--- src/include/acsp_pkg.sv ---
// Shared constants and types of the serial configuration host.
// Assumes a 125 MHz pclk; the host makes the serial clock itself.
package acsp_pkg;

   // ------------------------------------------------------------
   // Host register map on APB (byte addresses, one word each)
   // ------------------------------------------------------------
   localparam int          APB_AW     = 8;
   localparam logic [7:0]  REG_CTRL   = 8'h00;
   localparam logic [7:0]  REG_ADDR   = 8'h04;
   localparam logic [7:0]  REG_WDATA  = 8'h08;
   localparam logic [7:0]  REG_RDATA  = 8'h0c;
   localparam logic [7:0]  REG_STATUS = 8'h10;
   localparam logic [7:0]  REG_DIV    = 8'h14;

   // Control fields.
   localparam int          CTRL_START = 0;
   localparam int          CTRL_READ  = 1;
   localparam int          CTRL_GAP   = 3;
   localparam int          CTRL_NB    = 4;
   localparam int          CTRL_W     = 6;

   // Status fields.
   localparam int          STS_BUSY    = 0;
   localparam int          STS_DONE    = 1;
   localparam int          STS_RECOVER = 2;
   localparam int          STS_REFUSED = 3;
   localparam int          STS_LSB     = 4;

   // Half period of the serial clock in pclk cycles.
   localparam logic [7:0]  DIV_RESET = 8'h0a;
   localparam logic [7:0]  DIV_MIN   = 8'h08;

   // ------------------------------------------------------------
   // Device register map seen through the serial link
   // ------------------------------------------------------------
   localparam int          DEV_AW        = 15;
   localparam logic [14:0] DEV_IFCFG     = 15'h0000;
   localparam logic [14:0] DEV_CHSEL     = 15'h0008;
   localparam logic [14:0] DEV_OPEN      = 15'h0013;
   localparam logic [14:0] DEV_OUTFMT    = 15'h0561;
   localparam logic [7:0]  SOFT_RST_VAL  = 8'h81;
   localparam int          IFCFG_LSB_HI  = 6;
   localparam int          IFCFG_LSB_LO  = 1;
   localparam logic [7:0]  CHSEL_MASK    = 8'h03;
   localparam logic [7:0]  OUTFMT_RESET  = 8'h01;

   // ------------------------------------------------------------
   // Framing and timing
   // ------------------------------------------------------------
   localparam int          BYTE_BITS    = 8;
   localparam int          INSTR_BYTES  = 2;
   localparam int          CLK_NS       = 8;
   localparam int          RECOVER_MS   = 5;
   localparam int          RECOVER_CYC  = (RECOVER_MS * 1000000 + CLK_NS - 1) / CLK_NS;
   localparam int          GAP_CYC      = 16;

   typedef struct packed
   {
      logic        rw;
      logic        gap;
      logic [1:0]  nb;
      logic [14:0] addr;
      logic [31:0] wdata;
   } acsp_req_t;

   typedef enum logic [2:0]
   {
      S_IDLE    = 3'b000,
      S_SHIFT   = 3'b001,
      S_GAP     = 3'b010,
      S_END     = 3'b011,
      S_RECOVER = 3'b100
   } acsp_state_t;

endpackage

--- src/logic/acsp_sclk_gen.sv ---
// Serial clock divider: toggles sclk each half period while run is high.
// Assumes half is at least two; the clock rests low whenever run is low.
`timescale 1ns/1ps
module acsp_sclk_gen
(
   input  wire logic       pclk,     // system clock
   input  wire logic       presetn,  // asynchronous reset, active low
   input  wire logic       run,      // clock runs while high
   input  wire logic [7:0] half,     // half period in pclk cycles
   output logic            sclk,     // serial clock, registered
   output logic            rise,     // pulse in the cycle sclk goes high
   output logic            fall      // pulse in the cycle sclk goes low
);

   logic [7:0] cnt;
   wire        tick = run && (cnt == half - 8'h01);

   assign rise = tick && !sclk;
   assign fall = tick && sclk;

   always_ff @(posedge pclk or negedge presetn)
   begin
      if (!presetn)
      begin
         cnt  <= 8'h00;
         sclk <= 1'b0;
      end
      else if (!run || tick)
      begin
         cnt  <= 8'h00;
         sclk <= run && !sclk;
      end
      else
         cnt <= cnt + 8'h01;
   end

endmodule

--- src/logic/acsp_host.sv ---
// Host controller for a three-wire converter configuration port, with an APB slave.
// Assumes the device samples data on the rising serial clock and drives on the falling one.
`timescale 1ns/1ps
module acsp_host
#(
   parameter int RECOVER_CYC_P = acsp_pkg::RECOVER_CYC,
   parameter int GAP_CYC_P     = acsp_pkg::GAP_CYC
)
(
   input  wire logic        pclk,          // system clock
   input  wire logic        presetn,       // reset, active low
   input  wire logic        psel,          // APB select
   input  wire logic        penable,       // APB access phase
   input  wire logic        pwrite,        // APB write
   input  wire logic [7:0]  paddr,         // APB byte address
   input  wire logic [31:0] pwdata,        // APB write data
   output logic      [31:0] prdata,        // APB read data
   output logic             pready,        // APB ready
   output logic             pslverr,       // APB error
   input  wire logic        quiet_hold,    // converter needs quiet
   output logic             spi_sclk,      // serial clock to the device
   output logic             chip_select_n, // device select, active low
   output logic             sdio_o,        // data line output value
   output logic             sdio_oe,       // data line output enable
   input  wire logic        sdio_i         // data line input
);

   // ------------------------------------------------------------
   // Helper functions
   // ------------------------------------------------------------
   function automatic logic [2:0] bit_pos(input logic [2:0] j, input logic lsb);
      bit_pos = lsb ? j : 3'(acsp_pkg::BYTE_BITS - 1) - j;
   endfunction

   function automatic logic instr_bit(input acsp_pkg::acsp_req_t r, input logic [3:0] i,
                                      input logic lsb);
      logic [3:0] k;
      k = i - 4'h1;
      if (i == 4'h0)
         instr_bit = r.rw;
      else if (lsb)
         instr_bit = r.addr[k];
      else
         instr_bit = r.addr[4'he - k];
   endfunction

   // ------------------------------------------------------------
   // State
   // ------------------------------------------------------------
   acsp_pkg::acsp_state_t state;
   acsp_pkg::acsp_req_t   req;
   logic [2:0]            bit_idx;
   logic [2:0]            byte_idx;
   logic [31:0]           rx;
   logic [31:0]           wait_cnt;
   logic [14:0]           addr_reg;
   logic [31:0]           wdata_reg;
   logic [7:0]            div_reg;
   logic [acsp_pkg::CTRL_W-1:0] ctrl_reg;
   logic                  done_f;
   logic                  refused_f;
   logic                  lsb_mode;
   logic                  s1;
   logic                  s2;
   logic                  s3;
   logic                  sdio_s;
   logic                  sclk_rise;
   logic                  sclk_fall;

   // ------------------------------------------------------------
   // APB decode
   // ------------------------------------------------------------
   wire wr_en    = psel && penable && pwrite;
   wire rd_setup = psel && !penable && !pwrite;
   wire setup    = psel && !penable;
   wire hit_ctrl = (paddr == acsp_pkg::REG_CTRL);
   wire hit_addr = (paddr == acsp_pkg::REG_ADDR);
   wire hit_wdat = (paddr == acsp_pkg::REG_WDATA);
   wire hit_rdat = (paddr == acsp_pkg::REG_RDATA);
   wire hit_sts  = (paddr == acsp_pkg::REG_STATUS);
   wire hit_div  = (paddr == acsp_pkg::REG_DIV);
   wire addr_ok  = hit_ctrl || hit_addr || hit_wdat || hit_rdat || hit_sts || hit_div;

   wire busy     = (state != acsp_pkg::S_IDLE);
   wire recover  = (state == acsp_pkg::S_RECOVER);

   wire [31:0] status_word = {27'h0, lsb_mode, refused_f, recover, done_f, busy};
   wire [31:0] rd_mux = hit_ctrl ? {26'h0, ctrl_reg} :
                        hit_addr ? {17'h0, addr_reg} :
                        hit_wdat ? wdata_reg :
                        hit_rdat ? rx :
                        hit_sts  ? status_word :
                        hit_div  ? {24'h0, div_reg} : 32'h0;

   // ------------------------------------------------------------
   // Start request and its checks
   // ------------------------------------------------------------
   wire        start_req = wr_en && hit_ctrl && pwdata[acsp_pkg::CTRL_START];
   wire        req_read  = pwdata[acsp_pkg::CTRL_READ];
   wire [1:0]  req_nb    = pwdata[acsp_pkg::CTRL_NB +: 2];
   wire [15:0] span_lo   = {1'b0, addr_reg};
   wire [15:0] span_hi   = span_lo + {14'h0000, req_nb};
   wire [15:0] open_loc  = {1'b0, acsp_pkg::DEV_OPEN};
   // The device walks upward through a stream, so a write covers addr to addr + nb.
   wire        open_hit  = !req_read && (span_lo <= open_loc) && (span_hi >= open_loc);
   wire        refuse    = start_req && (busy || quiet_hold || open_hit);
   wire        start_ok  = start_req && !refuse;
   wire        chsel_wr  = !req_read && (addr_reg == acsp_pkg::DEV_CHSEL);
   wire [7:0]  byte0_out = chsel_wr ? (wdata_reg[7:0] & acsp_pkg::CHSEL_MASK)
                                    : wdata_reg[7:0];

   // ------------------------------------------------------------
   // Bit stream
   // ------------------------------------------------------------
   wire       in_data   = (byte_idx >= 3'(acsp_pkg::INSTR_BYTES));
   wire [2:0] last_byte = 3'(req.nb) + 3'(acsp_pkg::INSTR_BYTES);
   wire       last_bit  = (bit_idx == 3'(acsp_pkg::BYTE_BITS - 1));
   wire       last_all  = last_bit && (byte_idx == last_byte);
   wire [1:0] dsel      = 2'(byte_idx - 3'(acsp_pkg::INSTR_BYTES));
   wire [7:0] dbyte     = req.wdata[{dsel, 3'b000} +: 8];
   wire [4:0] rx_idx    = {dsel, bit_pos(bit_idx, lsb_mode)};
   wire       tx_bit    = in_data ? dbyte[bit_pos(bit_idx, lsb_mode)]
                                  : instr_bit(req, {byte_idx[0], bit_idx}, lsb_mode);
   wire       in_shift  = (state == acsp_pkg::S_SHIFT);
   // The host lets go of the line for the data bytes of a readback.
   wire       drive     = in_shift && !(req.rw && in_data);
   wire       capture   = in_shift && sclk_rise && req.rw && in_data;
   wire       srst_frm  = !req.rw && (req.addr == acsp_pkg::DEV_IFCFG) &&
                          (req.wdata[7:0] == acsp_pkg::SOFT_RST_VAL);
   wire       ifcfg_wr  = !req.rw && (req.addr == acsp_pkg::DEV_IFCFG);
   wire       gap_done  = (wait_cnt == 32'(GAP_CYC_P - 1));
   wire       rec_done  = (wait_cnt == 32'(RECOVER_CYC_P - 1));

   acsp_sclk_gen u_sclk
   (
      .pclk    (pclk),
      .presetn (presetn),
      .run     (in_shift),
      .half    (div_reg),
      .sclk    (spi_sclk),
      .rise    (sclk_rise),
      .fall    (sclk_fall)
   );

   // ------------------------------------------------------------
   // Data line input synchroniser
   // ------------------------------------------------------------
   always_ff @(posedge pclk or negedge presetn)
   begin
      if (!presetn)
      begin
         s1     <= 1'b0;
         s2     <= 1'b0;
         s3     <= 1'b0;
         sdio_s <= 1'b0;
      end
      else
      begin
         s1 <= sdio_i;
         s2 <= s1;
         s3 <= s2;
         if (s2 == s3)
            sdio_s <= s3;
      end
   end

   // ------------------------------------------------------------
   // APB registers
   // ------------------------------------------------------------
   assign pready = 1'b1;

   always_ff @(posedge pclk or negedge presetn)
   begin
      if (!presetn)
      begin
         prdata  <= 32'h0;
         pslverr <= 1'b0;
      end
      else if (setup)
      begin
         prdata  <= rd_setup ? rd_mux : 32'h0;
         pslverr <= !addr_ok;
      end
   end

   always_ff @(posedge pclk or negedge presetn)
   begin
      if (!presetn)
      begin
         addr_reg  <= 15'h0;
         wdata_reg <= 32'h0;
         div_reg   <= acsp_pkg::DIV_RESET;
         ctrl_reg  <= '0;
      end
      else if (wr_en)
      begin
         if (hit_addr)
            addr_reg <= pwdata[acsp_pkg::DEV_AW-1:0];
         if (hit_wdat)
            wdata_reg <= pwdata;
         if (hit_div)
            div_reg <= (pwdata[7:0] < acsp_pkg::DIV_MIN) ? acsp_pkg::DIV_MIN : pwdata[7:0];
         if (hit_ctrl && !busy)
            ctrl_reg <= pwdata[acsp_pkg::CTRL_W-1:0] &
                        ~(acsp_pkg::CTRL_W'(1) << acsp_pkg::CTRL_START);
      end
   end

   // Sticky flags: a set in the same cycle as a clear wins.
   always_ff @(posedge pclk or negedge presetn)
   begin
      if (!presetn)
      begin
         done_f    <= 1'b0;
         refused_f <= 1'b0;
      end
      else
      begin
         done_f    <= (state == acsp_pkg::S_END) ||
                      (done_f && !(wr_en && hit_sts && pwdata[acsp_pkg::STS_DONE]));
         refused_f <= refuse ||
                      (refused_f && !(wr_en && hit_sts && pwdata[acsp_pkg::STS_REFUSED]));
      end
   end

   // ------------------------------------------------------------
   // Frame sequencer
   // ------------------------------------------------------------
   always_ff @(posedge pclk or negedge presetn)
   begin
      if (!presetn)
      begin
         state    <= acsp_pkg::S_IDLE;
         req      <= '0;
         bit_idx  <= 3'h0;
         byte_idx <= 3'h0;
         wait_cnt <= 32'h00000000;
         lsb_mode <= 1'b0;
      end
      else
      begin
         case (state)
            acsp_pkg::S_IDLE:
            begin
               if (start_ok)
               begin
                  req.rw    <= req_read;
                  req.gap   <= pwdata[acsp_pkg::CTRL_GAP];
                  req.nb    <= req_nb;
                  req.addr  <= addr_reg;
                  req.wdata <= {wdata_reg[31:8], byte0_out};
                  bit_idx   <= 3'h0;
                  byte_idx  <= 3'h0;
                  state     <= acsp_pkg::S_SHIFT;
               end
            end
            acsp_pkg::S_SHIFT:
            begin
               if (sclk_fall)
               begin
                  if (last_all)
                     state <= acsp_pkg::S_END;
                  else
                  begin
                     bit_idx <= bit_idx + 3'h1;
                     if (last_bit)
                        byte_idx <= byte_idx + 3'h1;
                     if (last_bit && req.gap)
                     begin
                        wait_cnt <= 32'h00000000;
                        state    <= acsp_pkg::S_GAP;
                     end
                  end
               end
            end
            acsp_pkg::S_GAP:
            begin
               wait_cnt <= wait_cnt + 32'h00000001;
               if (gap_done)
                  state <= acsp_pkg::S_SHIFT;
            end
            acsp_pkg::S_END:
            begin
               wait_cnt <= 32'h00000000;
               if (ifcfg_wr)
                  lsb_mode <= req.wdata[acsp_pkg::IFCFG_LSB_HI] |
                              req.wdata[acsp_pkg::IFCFG_LSB_LO];
               if (srst_frm)
                  state <= acsp_pkg::S_RECOVER;
               else
                  state <= acsp_pkg::S_IDLE;
            end
            acsp_pkg::S_RECOVER:
            begin
               // The device reloads its defaults, ordering is back to MSB first.
               lsb_mode <= 1'b0;
               wait_cnt <= wait_cnt + 32'h00000001;
               if (rec_done)
                  state <= acsp_pkg::S_IDLE;
            end
            default:
               state <= acsp_pkg::S_IDLE;
         endcase
      end
   end

   // ------------------------------------------------------------
   // Read capture and pin drivers
   // ------------------------------------------------------------
   always_ff @(posedge pclk or negedge presetn)
   begin
      if (!presetn)
         rx <= 32'h0;
      else if (start_ok && req_read)
         rx <= 32'h0;
      else if (capture)
         rx[rx_idx] <= sdio_s;
   end

   always_ff @(posedge pclk or negedge presetn)
   begin
      if (!presetn)
      begin
         chip_select_n <= 1'b1;
         sdio_o        <= 1'b0;
         sdio_oe       <= 1'b0;
      end
      else
      begin
         // Select is low only while bits shift; idle and gaps leave the port floating.
         chip_select_n <= !(in_shift || (state == acsp_pkg::S_IDLE && start_ok));
         sdio_o        <= tx_bit;
         sdio_oe       <= drive;
      end
   end

endmodule

--- config.mk ---
export PLATFORM = sky130hd
export DESIGN_NAME = acsp_host
export DESIGN_NICKNAME = d
export VERILOG_FILES = /design/src/include/acsp_pkg.sv /design/src/logic/acsp_sclk_gen.sv /design/src/logic/acsp_host.sv
export SDC_FILE = /design/constraint.sdc
export NUM_CORES = 1
export LEC_CHECK = 0
export ABC_AREA = 1
export BUFFER_PORTS_ARGS = -buffer_cell sky130_fd_sc_hd__buf_4
export CAP_MARGIN = 20
export CORE_MARGIN = 4
export CORE_UTILIZATION = 55
export DETAILED_ROUTE_END_ITERATION = 10
export PLACE_DENSITY = 0.71
export SLEW_MARGIN = 10
export SYNTH_ARGS = -nofsm -noshare
export SYNTH_HDL_FRONTEND = slang
export SYNTH_SLANG_ARGS = --single-unit
--- constraint.sdc ---
create_clock -name pclk -period 8.2 [get_ports pclk]
set_input_delay 0 -clock pclk [delete_from_list [all_inputs] [get_ports pclk]]
set_output_delay 0 -clock pclk [all_outputs]
set_load 0.02 [all_outputs]
======== Word-level counts from Yosys, hierarchy flattened ========
Index checks and enable logic that the tools add are counted.
word-level totals
  register bits ........................... 236
  output and inout bits ................... 38
  logic and storage cells ................. 200
cells by class
  add/subtract/negate cells ............... 11
  magnitude comparators ................... 9
  eq/ne operators ......................... 26
  shift-type cells ........................ 1
  multiplexer cells ....................... 47
  bitwise logic cells ..................... 1
  reduce and logical (&&, ||, !) cells .... 77
operators by type and width
  operator                                                    number
  two-way mux 32 bit                                          10
  case mux 32 bit (3 select lines)                            1
  two-way mux 3 bit                                           14
  two-way mux 8 bit                                           5
  logical AND 1 bit                                           33
  adder 32 x 1 -> 32 bit, second input constant               1
  bitwise mux 32 bit                                          1
  == test 32 x 20 -> 1 bit, second input constant             1
  == test 32 x 4 -> 1 bit, second input constant              1
  variable part select 32 x 6 -> 8 bit                        1
  adder 15 x 2 -> 16 bit                                      1
  == test 8 x 4 -> 1 bit, second input constant               2
  == test 8 x 5 -> 1 bit, second input constant               2
  >= comparator 16 x 5 -> 1 bit, second input constant        1
  == test 15 x 4 -> 1 bit, second input constant              1
  <= comparator 15 x 5 -> 1 bit, second input constant        1
  zero test 15 bit                                            1
  case mux 3 bit (5 select lines)                             1
  zero test 1 bit                                             13
  inequality test 2 bit, second input constant                6
  case mux 3 bit (2 select lines)                             2
  AND reduction 2 bit                                         6
  logical OR 1 bit                                            11
  less-than comparator 4 x 5 -> 1 bit, second input constant  2
  37 further kinds                                            54

======== Logic depth before layout (Yosys ltp) ========
  depth in word-level cells ............... 10
  gate-level depth with buffers ........... 18
  gate-level depth less buffers ........... 18

======== Hierarchy ========
From an unflattened synthesis, not the netlist that was laid out.
unflattened totals
  cells, all modules ...................... 1,625
  area total of the unflattened synthesis .. 12,600.8 um2
by module, submodules not included
  module         times used  cells an instance  area each (um2)  sequential area each (um2)
  acsp_host      1           1,507              11,872.6         5,684.2
  acsp_sclk_gen  1           118                728.2            225.2

======== Worst setup path before layout ========
OpenSTA, ideal clock, no wires.
  path kind ............................... register to register
  from .................................... register byte_idx[0]
  to ...................................... register rx[7]
  setup time .............................. 112 ps
  arrival time ............................ 2,470 ps
  slack ................................... 5,618 ps
  cell stages (with the launch flop) ...... 16
  buffers on the path ..................... 4
  cell sequence ........................... dfrtp_1 -> clkbuf_1 -> inv_1 -> clkbuf_1 -> clkbuf_1 -> ha_1 -> inv_1 -> nand2_1 -> inv_1 -> nor3_2 -> nand2_4 -> clkbuf_1 -> o21ai_0 -> nand2_1 -> nand2_1 -> inv_2
on the way
  word-level cells in the longest chain between the ends .. 8
  elaborated cells on any way between the ends .. 12
  those cells by class .................... add/sub (1); order compare (3); mux (5); reduce/logical (3)
ends and longest elaborated chain
  element                                                                                                           line              RTL
  start: declaration                                                                                                acsp_host.sv:53   logic [2:0] byte_idx;
  start signal: assignment                                                                                          acsp_host.sv:267  byte_idx <= byte_idx + 3'h1;
  subtractor 2 bit                                                                                                  acsp_host.sv:119  wire [1:0] dsel = 2'(byte_idx - 3'(acsp_pkg::INSTR_BYTES));
  less-than comparator 5 x 6 -> 1 bit (not written as such) / >= comparator 5 x 1 -> 1 bit (equally long branches)  acsp_host.sv:317  rx[rx_idx] <= sdio_s;
  logical AND 1 bit (not written as such)                                                                           acsp_host.sv:317
  two-way mux 1 bit (not written as such)                                                                           acsp_host.sv:317
  demux 1 bit (select 5 bit)                                                                                        acsp_host.sv:317
  bitwise mux 32 bit                                                                                                acsp_host.sv:317
  two-way mux 32 bit                                                                                                acsp_host.sv:316  else if (capture)
  two-way mux 32 bit                                                                                                acsp_host.sv:314  else if (start_ok && req_read)
  end signal: indexed assignment                                                                                    acsp_host.sv:317
  end: declaration                                                                                                  acsp_host.sv:54   logic [31:0] rx;
Several ways; a longest one is shown, not always the timed one. The select of a mux whose other input is x is not followed.
A chain may end at the register's enable or synchronous reset.

======== Worst setup path in the final report ========
  from .................................... register addr_reg[0]
  to ...................................... register rx[21]
on the way
  word-level cells in the longest chain between the ends .. 9
  elaborated cells on any way between the ends .. 12
  those cells by class .................... add/sub (1); order compare (2); mux (1); reduce/logical (8)
ends and longest elaborated chain
  element                                                                         line                                RTL
  start: declaration                                                              acsp_host.sv:56                     logic [14:0] addr_reg;
  start signal: assignment                                                        acsp_host.sv:198                    addr_reg <= pwdata[acsp_pkg::DEV_AW-1:0];
  adder 15 x 2 -> 16 bit / <= comparator 15 x 5 -> 1 bit (equally long branches)  acsp_host.sv:102, acsp_host.sv:105
  >= comparator 16 x 5 -> 1 bit / logical AND 1 bit (equally long branches)       acsp_host.sv:105                    wire open_hit = !req_read && (span_lo <= open_loc) && (span_hi >= open_loc);
  logical AND 1 bit *                                                             acsp_host.sv:105
  logical OR 1 bit *                                                              acsp_host.sv:106                    wire refuse = start_req && (busy || quiet_hold || open_hit);
  logical AND 1 bit *                                                             acsp_host.sv:106
  zero test 1 bit *                                                               acsp_host.sv:107                    wire start_ok = start_req && !refuse;
  logical AND 1 bit *                                                             acsp_host.sv:107
  logical AND 1 bit *                                                             acsp_host.sv:314
  two-way mux 32 bit / nonzero test 2 bit (equally long branches)                 n/a
Every way passes the cells marked *; elsewhere a longest branch is shown, timed or not.

==> results.md <==
- Number of global-route vias before repair: roughly 11000
- Residual overflow from global routing: 0
- Peak supply drop: 153 uV
- Worst reg2reg startpoint: addr_reg[0]$_DFFE_PN0P_
- First-pass GRT wire length: between 50 and 60 mm
- Worst setup path class: flip-flop to flip-flop
- Rows: between 50 and 60
- Fin Setup TNS: 0 ps
- Number of vias after detailed routing: between 10000 and 15000
- Net count of the finished layout: ~1800
- Top FF cell, synth: sky130_fd_sc_hd__dfrtp_1
- Number of max-cap violations: 0
- Fmax: slightly below 300 MHz
- Hold worst-path end: prdata[3]$_DFFE_PN0P_
- Largest incremental delay on the critical path: roughly 690 ps
- Y dimension of the die: 161 um
- Sequential area share after synthesis: 0.458
- Max-slew violation count: 0
- Launch point of the worst path: addr_reg[0]$_DFFE_PN0P_
- Distinct cells, synth: 53
- Cell family with the largest share of critical-path delay: simple AND/OR/NAND/NOR gates
- Async SR Flop Fraction: 1.00
- Result of the run: finished clean
- Placed cell areas: ~14000 um2
- Power density over the cells: between 150 and 200 nW/um2
- Largest net degree at the start of global routing: 145
- Critical hold path startpoint: pwrite
- Ranking of synthesized cells by instance count: sky130_fd_sc_hd__nand2_1, sky130_fd_sc_hd__inv_1, sky130_fd_sc_hd__dfrtp_1
- Most common cell in the netlist: sky130_fd_sc_hd__nand2_1
- Total standard cell area after synthesis: approximately 13000 um2
- Worst-case register-to-register setup slack: 4830 ps
- Cell depth of the worst min-delay path: 5
- Worst slew margin: 0.353
- DPL Wire Length: around 26 mm
- Most repeated library cell on the critical path: sky130_fd_sc_hd__nand2_1
- Area enclosed by the die boundary: 26000 um2
- Initial Util: 0.565
- Cell accounting for the most synthesized area: sky130_fd_sc_hd__dfrtp_1
- Element type at the critical path end: flip-flop
- Setup repair after global routing missed its margin: no
- Combined global-route utilization of all metal layers: 0.271
- #FFs+latches synth: ~240
- Series of cell instances along the critical path: ha_1 -> fa_1 -> nand2_1 -> nor2_4 -> nand2_1 -> nand2_1 -> nand3_1 -> nor2_1 -> nand2_1 -> nor2_1 -> nand2_1 -> nand2_2 -> nand3_4 -> buf_4 -> inv_4 -> nand2_4 -> nand2_1 -> inv_1
- Floorplan core area: between 20000 and 25000 um2
- Number of iterations in the first detailed-routing pass: 6
- Via density: between 5 and 6
- Static Leak: ~6.9 nW
- Layout cells sized above 1: 0.105
- Hold slack: approximately 27 ps
- Clock tree from TritonCTS: yes
- Yosys warning total: 0
- Clock-pin transition on the worst setup and hold timing paths: 60 ps
- Worst clock skew: between 10 and 15 ps
- Clock tree sinks: 236
- Clock network latency to the later pin of the worst-skew pair: ~530 ps
- Highest-delay cell along the critical path: sky130_fd_sc_hd__buf_4
- Syn Area/Cell: 7.66 um2
- CP max FO: 100
- Synthesis-to-finish area growth: 16.2%
- Endpoint of the worst-slack reg-to-reg timing path: rx[21]$_DFFE_PN0P_
- Total Wirelength: about 35 mm
- CTS Buffer Depth: 3
- Number of instances resized during post-cts repair: 0
- Detailed Route Iter0 Violations: between 900 and 1000
- Class of the most critical hold timing path: primary input to flip-flop
- Clock period minus final worst setup slack: 3370 ps
- Count of pins on the block boundary: 85
- Crit path launch type: flip-flop
- Placer's final routability congestion estimate: around 0.94
- Tightest Pin Transition: between 900 and 1000 ps
- R2r worst-path depth: 18
- I/O Buffers: between 80 and 90
- DRC violations left: 0
- Total of fill cells in the finished design: around 2100
- Req. time, crit path: approximately 8700 ps
- Max FFs per register: 51
- EDFF count, synth: 0
- Hold violation total from the final report: 0
- Antenna violations before repair: 0
- Number of buffer and inverter instances along the worst setup path: 3
- Final instance area: 15000 um2
- Register with the highest flop count: req
- Synth Instances: 1685
- Max H-tree Level: 1
- Total nets after synthesis: roughly 1700
- Chip Width: 161 um
- Data arrival at the endpoint of the critical path: around 3800 ps
- Count of endpoints failing setup in the final report: 0
- Root buf cell: sky130_fd_sc_hd__clkbuf_16
- Proportion of netlist area held by the largest area contributor: 0.452
- Fin crit share: 0.411
- Drt wl/cell: about 17 um
- Final ANT Viol Nets: 0
- Main area contributors after synthesis: sky130_fd_sc_hd__dfrtp_1, sky130_fd_sc_hd__nand2_1, sky130_fd_sc_hd__inv_1
- CTS buffer count: 27
area by class of cell:
| class | count | area (um2) | area share |
|---|---|---|---|
| flip-flops and latches | 236 | 5910 | 0.394 |
| clock inverters | 6 | 80.1 | 0.00534 |
| well taps | 313 | 392 | 0.0261 |
| inverters | 287 | 1080 | 0.0721 |
| multi-input cells | 1104 | 5610 | 0.374 |
| repair buffers | 132 | 1130 | 0.0756 |
| diodes | 1 | 2.50 | 0.000167 |
| clock buffers | 41 | 788 | 0.0525 |
tightest hold or removal path: stages:
cell and delay (ps):
sky130_fd_sc_hd__buf_4 80, sky130_fd_sc_hd__nor2_1 40, sky130_fd_sc_hd__buf_4 210, sky130_fd_sc_hd__nand2_1 100, sky130_fd_sc_hd__o21ai_0 70
cell usage in the layout, fill, tap and decap left out, types with 7 or more instances in the layout:
| master | netlist | routed |
|---|---|---|
| sky130_fd_sc_hd__xor2_1 | 39 | 39 |
| sky130_fd_sc_hd__nand3_1 | 48 | 48 |
| sky130_fd_sc_hd__inv_1 | 271 | 271 |
| sky130_fd_sc_hd__a21oi_1 | 34 | 34 |
| sky130_fd_sc_hd__dlygate4sd3_1 | 0 | 41 |
| sky130_fd_sc_hd__o21ai_0 | 156 | 156 |
| sky130_fd_sc_hd__a22o_1 | 17 | 17 |
| sky130_fd_sc_hd__clkbuf_16 | 0 | 27 |
| sky130_fd_sc_hd__a221oi_1 | 7 | 7 |
| sky130_fd_sc_hd__clkbuf_1 | 38 | 8 |
| sky130_fd_sc_hd__mux2_2 | 17 | 17 |
| sky130_fd_sc_hd__nand2_1 | 378 | 378 |
| sky130_fd_sc_hd__nand4_1 | 28 | 28 |
| sky130_fd_sc_hd__o21ai_1 | 29 | 29 |
| sky130_fd_sc_hd__nor3_1 | 30 | 30 |
| sky130_fd_sc_hd__o22ai_1 | 51 | 51 |
| sky130_fd_sc_hd__nor4_1 | 19 | 19 |
| sky130_fd_sc_hd__buf_4 | 2 | 86 |
| sky130_fd_sc_hd__nor2_1 | 173 | 173 |
| sky130_fd_sc_hd__dfrtp_1 | 233 | 233 |
| sky130_fd_sc_hd__ha_1 | 13 | 13 |
| sky130_fd_sc_hd__inv_2 | 10 | 10 |
| sky130_fd_sc_hd__o31ai_1 | 9 | 9 |
timing repair:
action	in CTS	in global routing
hold buffers	41	0
buffers inserted	0	0
hold endpoints to repair	158	0
report_power, final:
part | internal (mW) | leakage [nW] | total, mW | switching (mW)
Sequential | 1.17 | 3.21 | 1.18 | 0.00812
Combinational | 0.0392 | 3.29 | 0.102 | 0.0627
Clock | 0.719 | 0.429 | 1.18 | 0.465
how the worst max path moves through the flow:
stage,to,slack [ps],cells past startpoint
3_5_place_dp,req[50]$_DFFE_PN0P_,4840,17
2_1_floorplan,rx[7]$_DFFE_PN0P_,5620,15
3_3_place_gp,req[50]$_DFFE_PN0P_,4860,17
4_1_cts,req[50]$_DFFE_PN0P_,4840,17
5_1_grt,rx[8]$_DFFE_PN0P_,4490,18
6_report,rx[21]$_DFFE_PN0P_,4830,18
cell families after synthesis:
group | count (synthesis) | synth area share
fa+ha+maj | 15 | 0.0149
flops | 236 | 0.458
xor+xnor | 44 | 0.0299
simple gates | 704 | 0.231
compound gates | 322 | 0.143
mux | 18 | 0.0156
buf+inv | 345 | 0.107
other cells | 1 | 0.000291
layer usage:
layer  global-route usage  vias up  part of all wire
li1                     -     5636                 -
met1                0.392     5443              0.46
met2                0.440      318              0.47
met3               0.0347       62             0.056
met4               0.0640        0             0.021
met5                    0        -                 0
stage by stage:
stage,utilization,setup WS (ps),power (mW),cells
floorplan,-,5620,1.23,1685
global placement,0.599,4860,1.29,2028
detailed placement,0.599,4840,1.29,2029
CTS,0.655,4840,2.49,2117
global route,0.657,4490,2.55,2119
finish,0.657,4830,2.47,2120
Power figures use the tool's default switching activity.
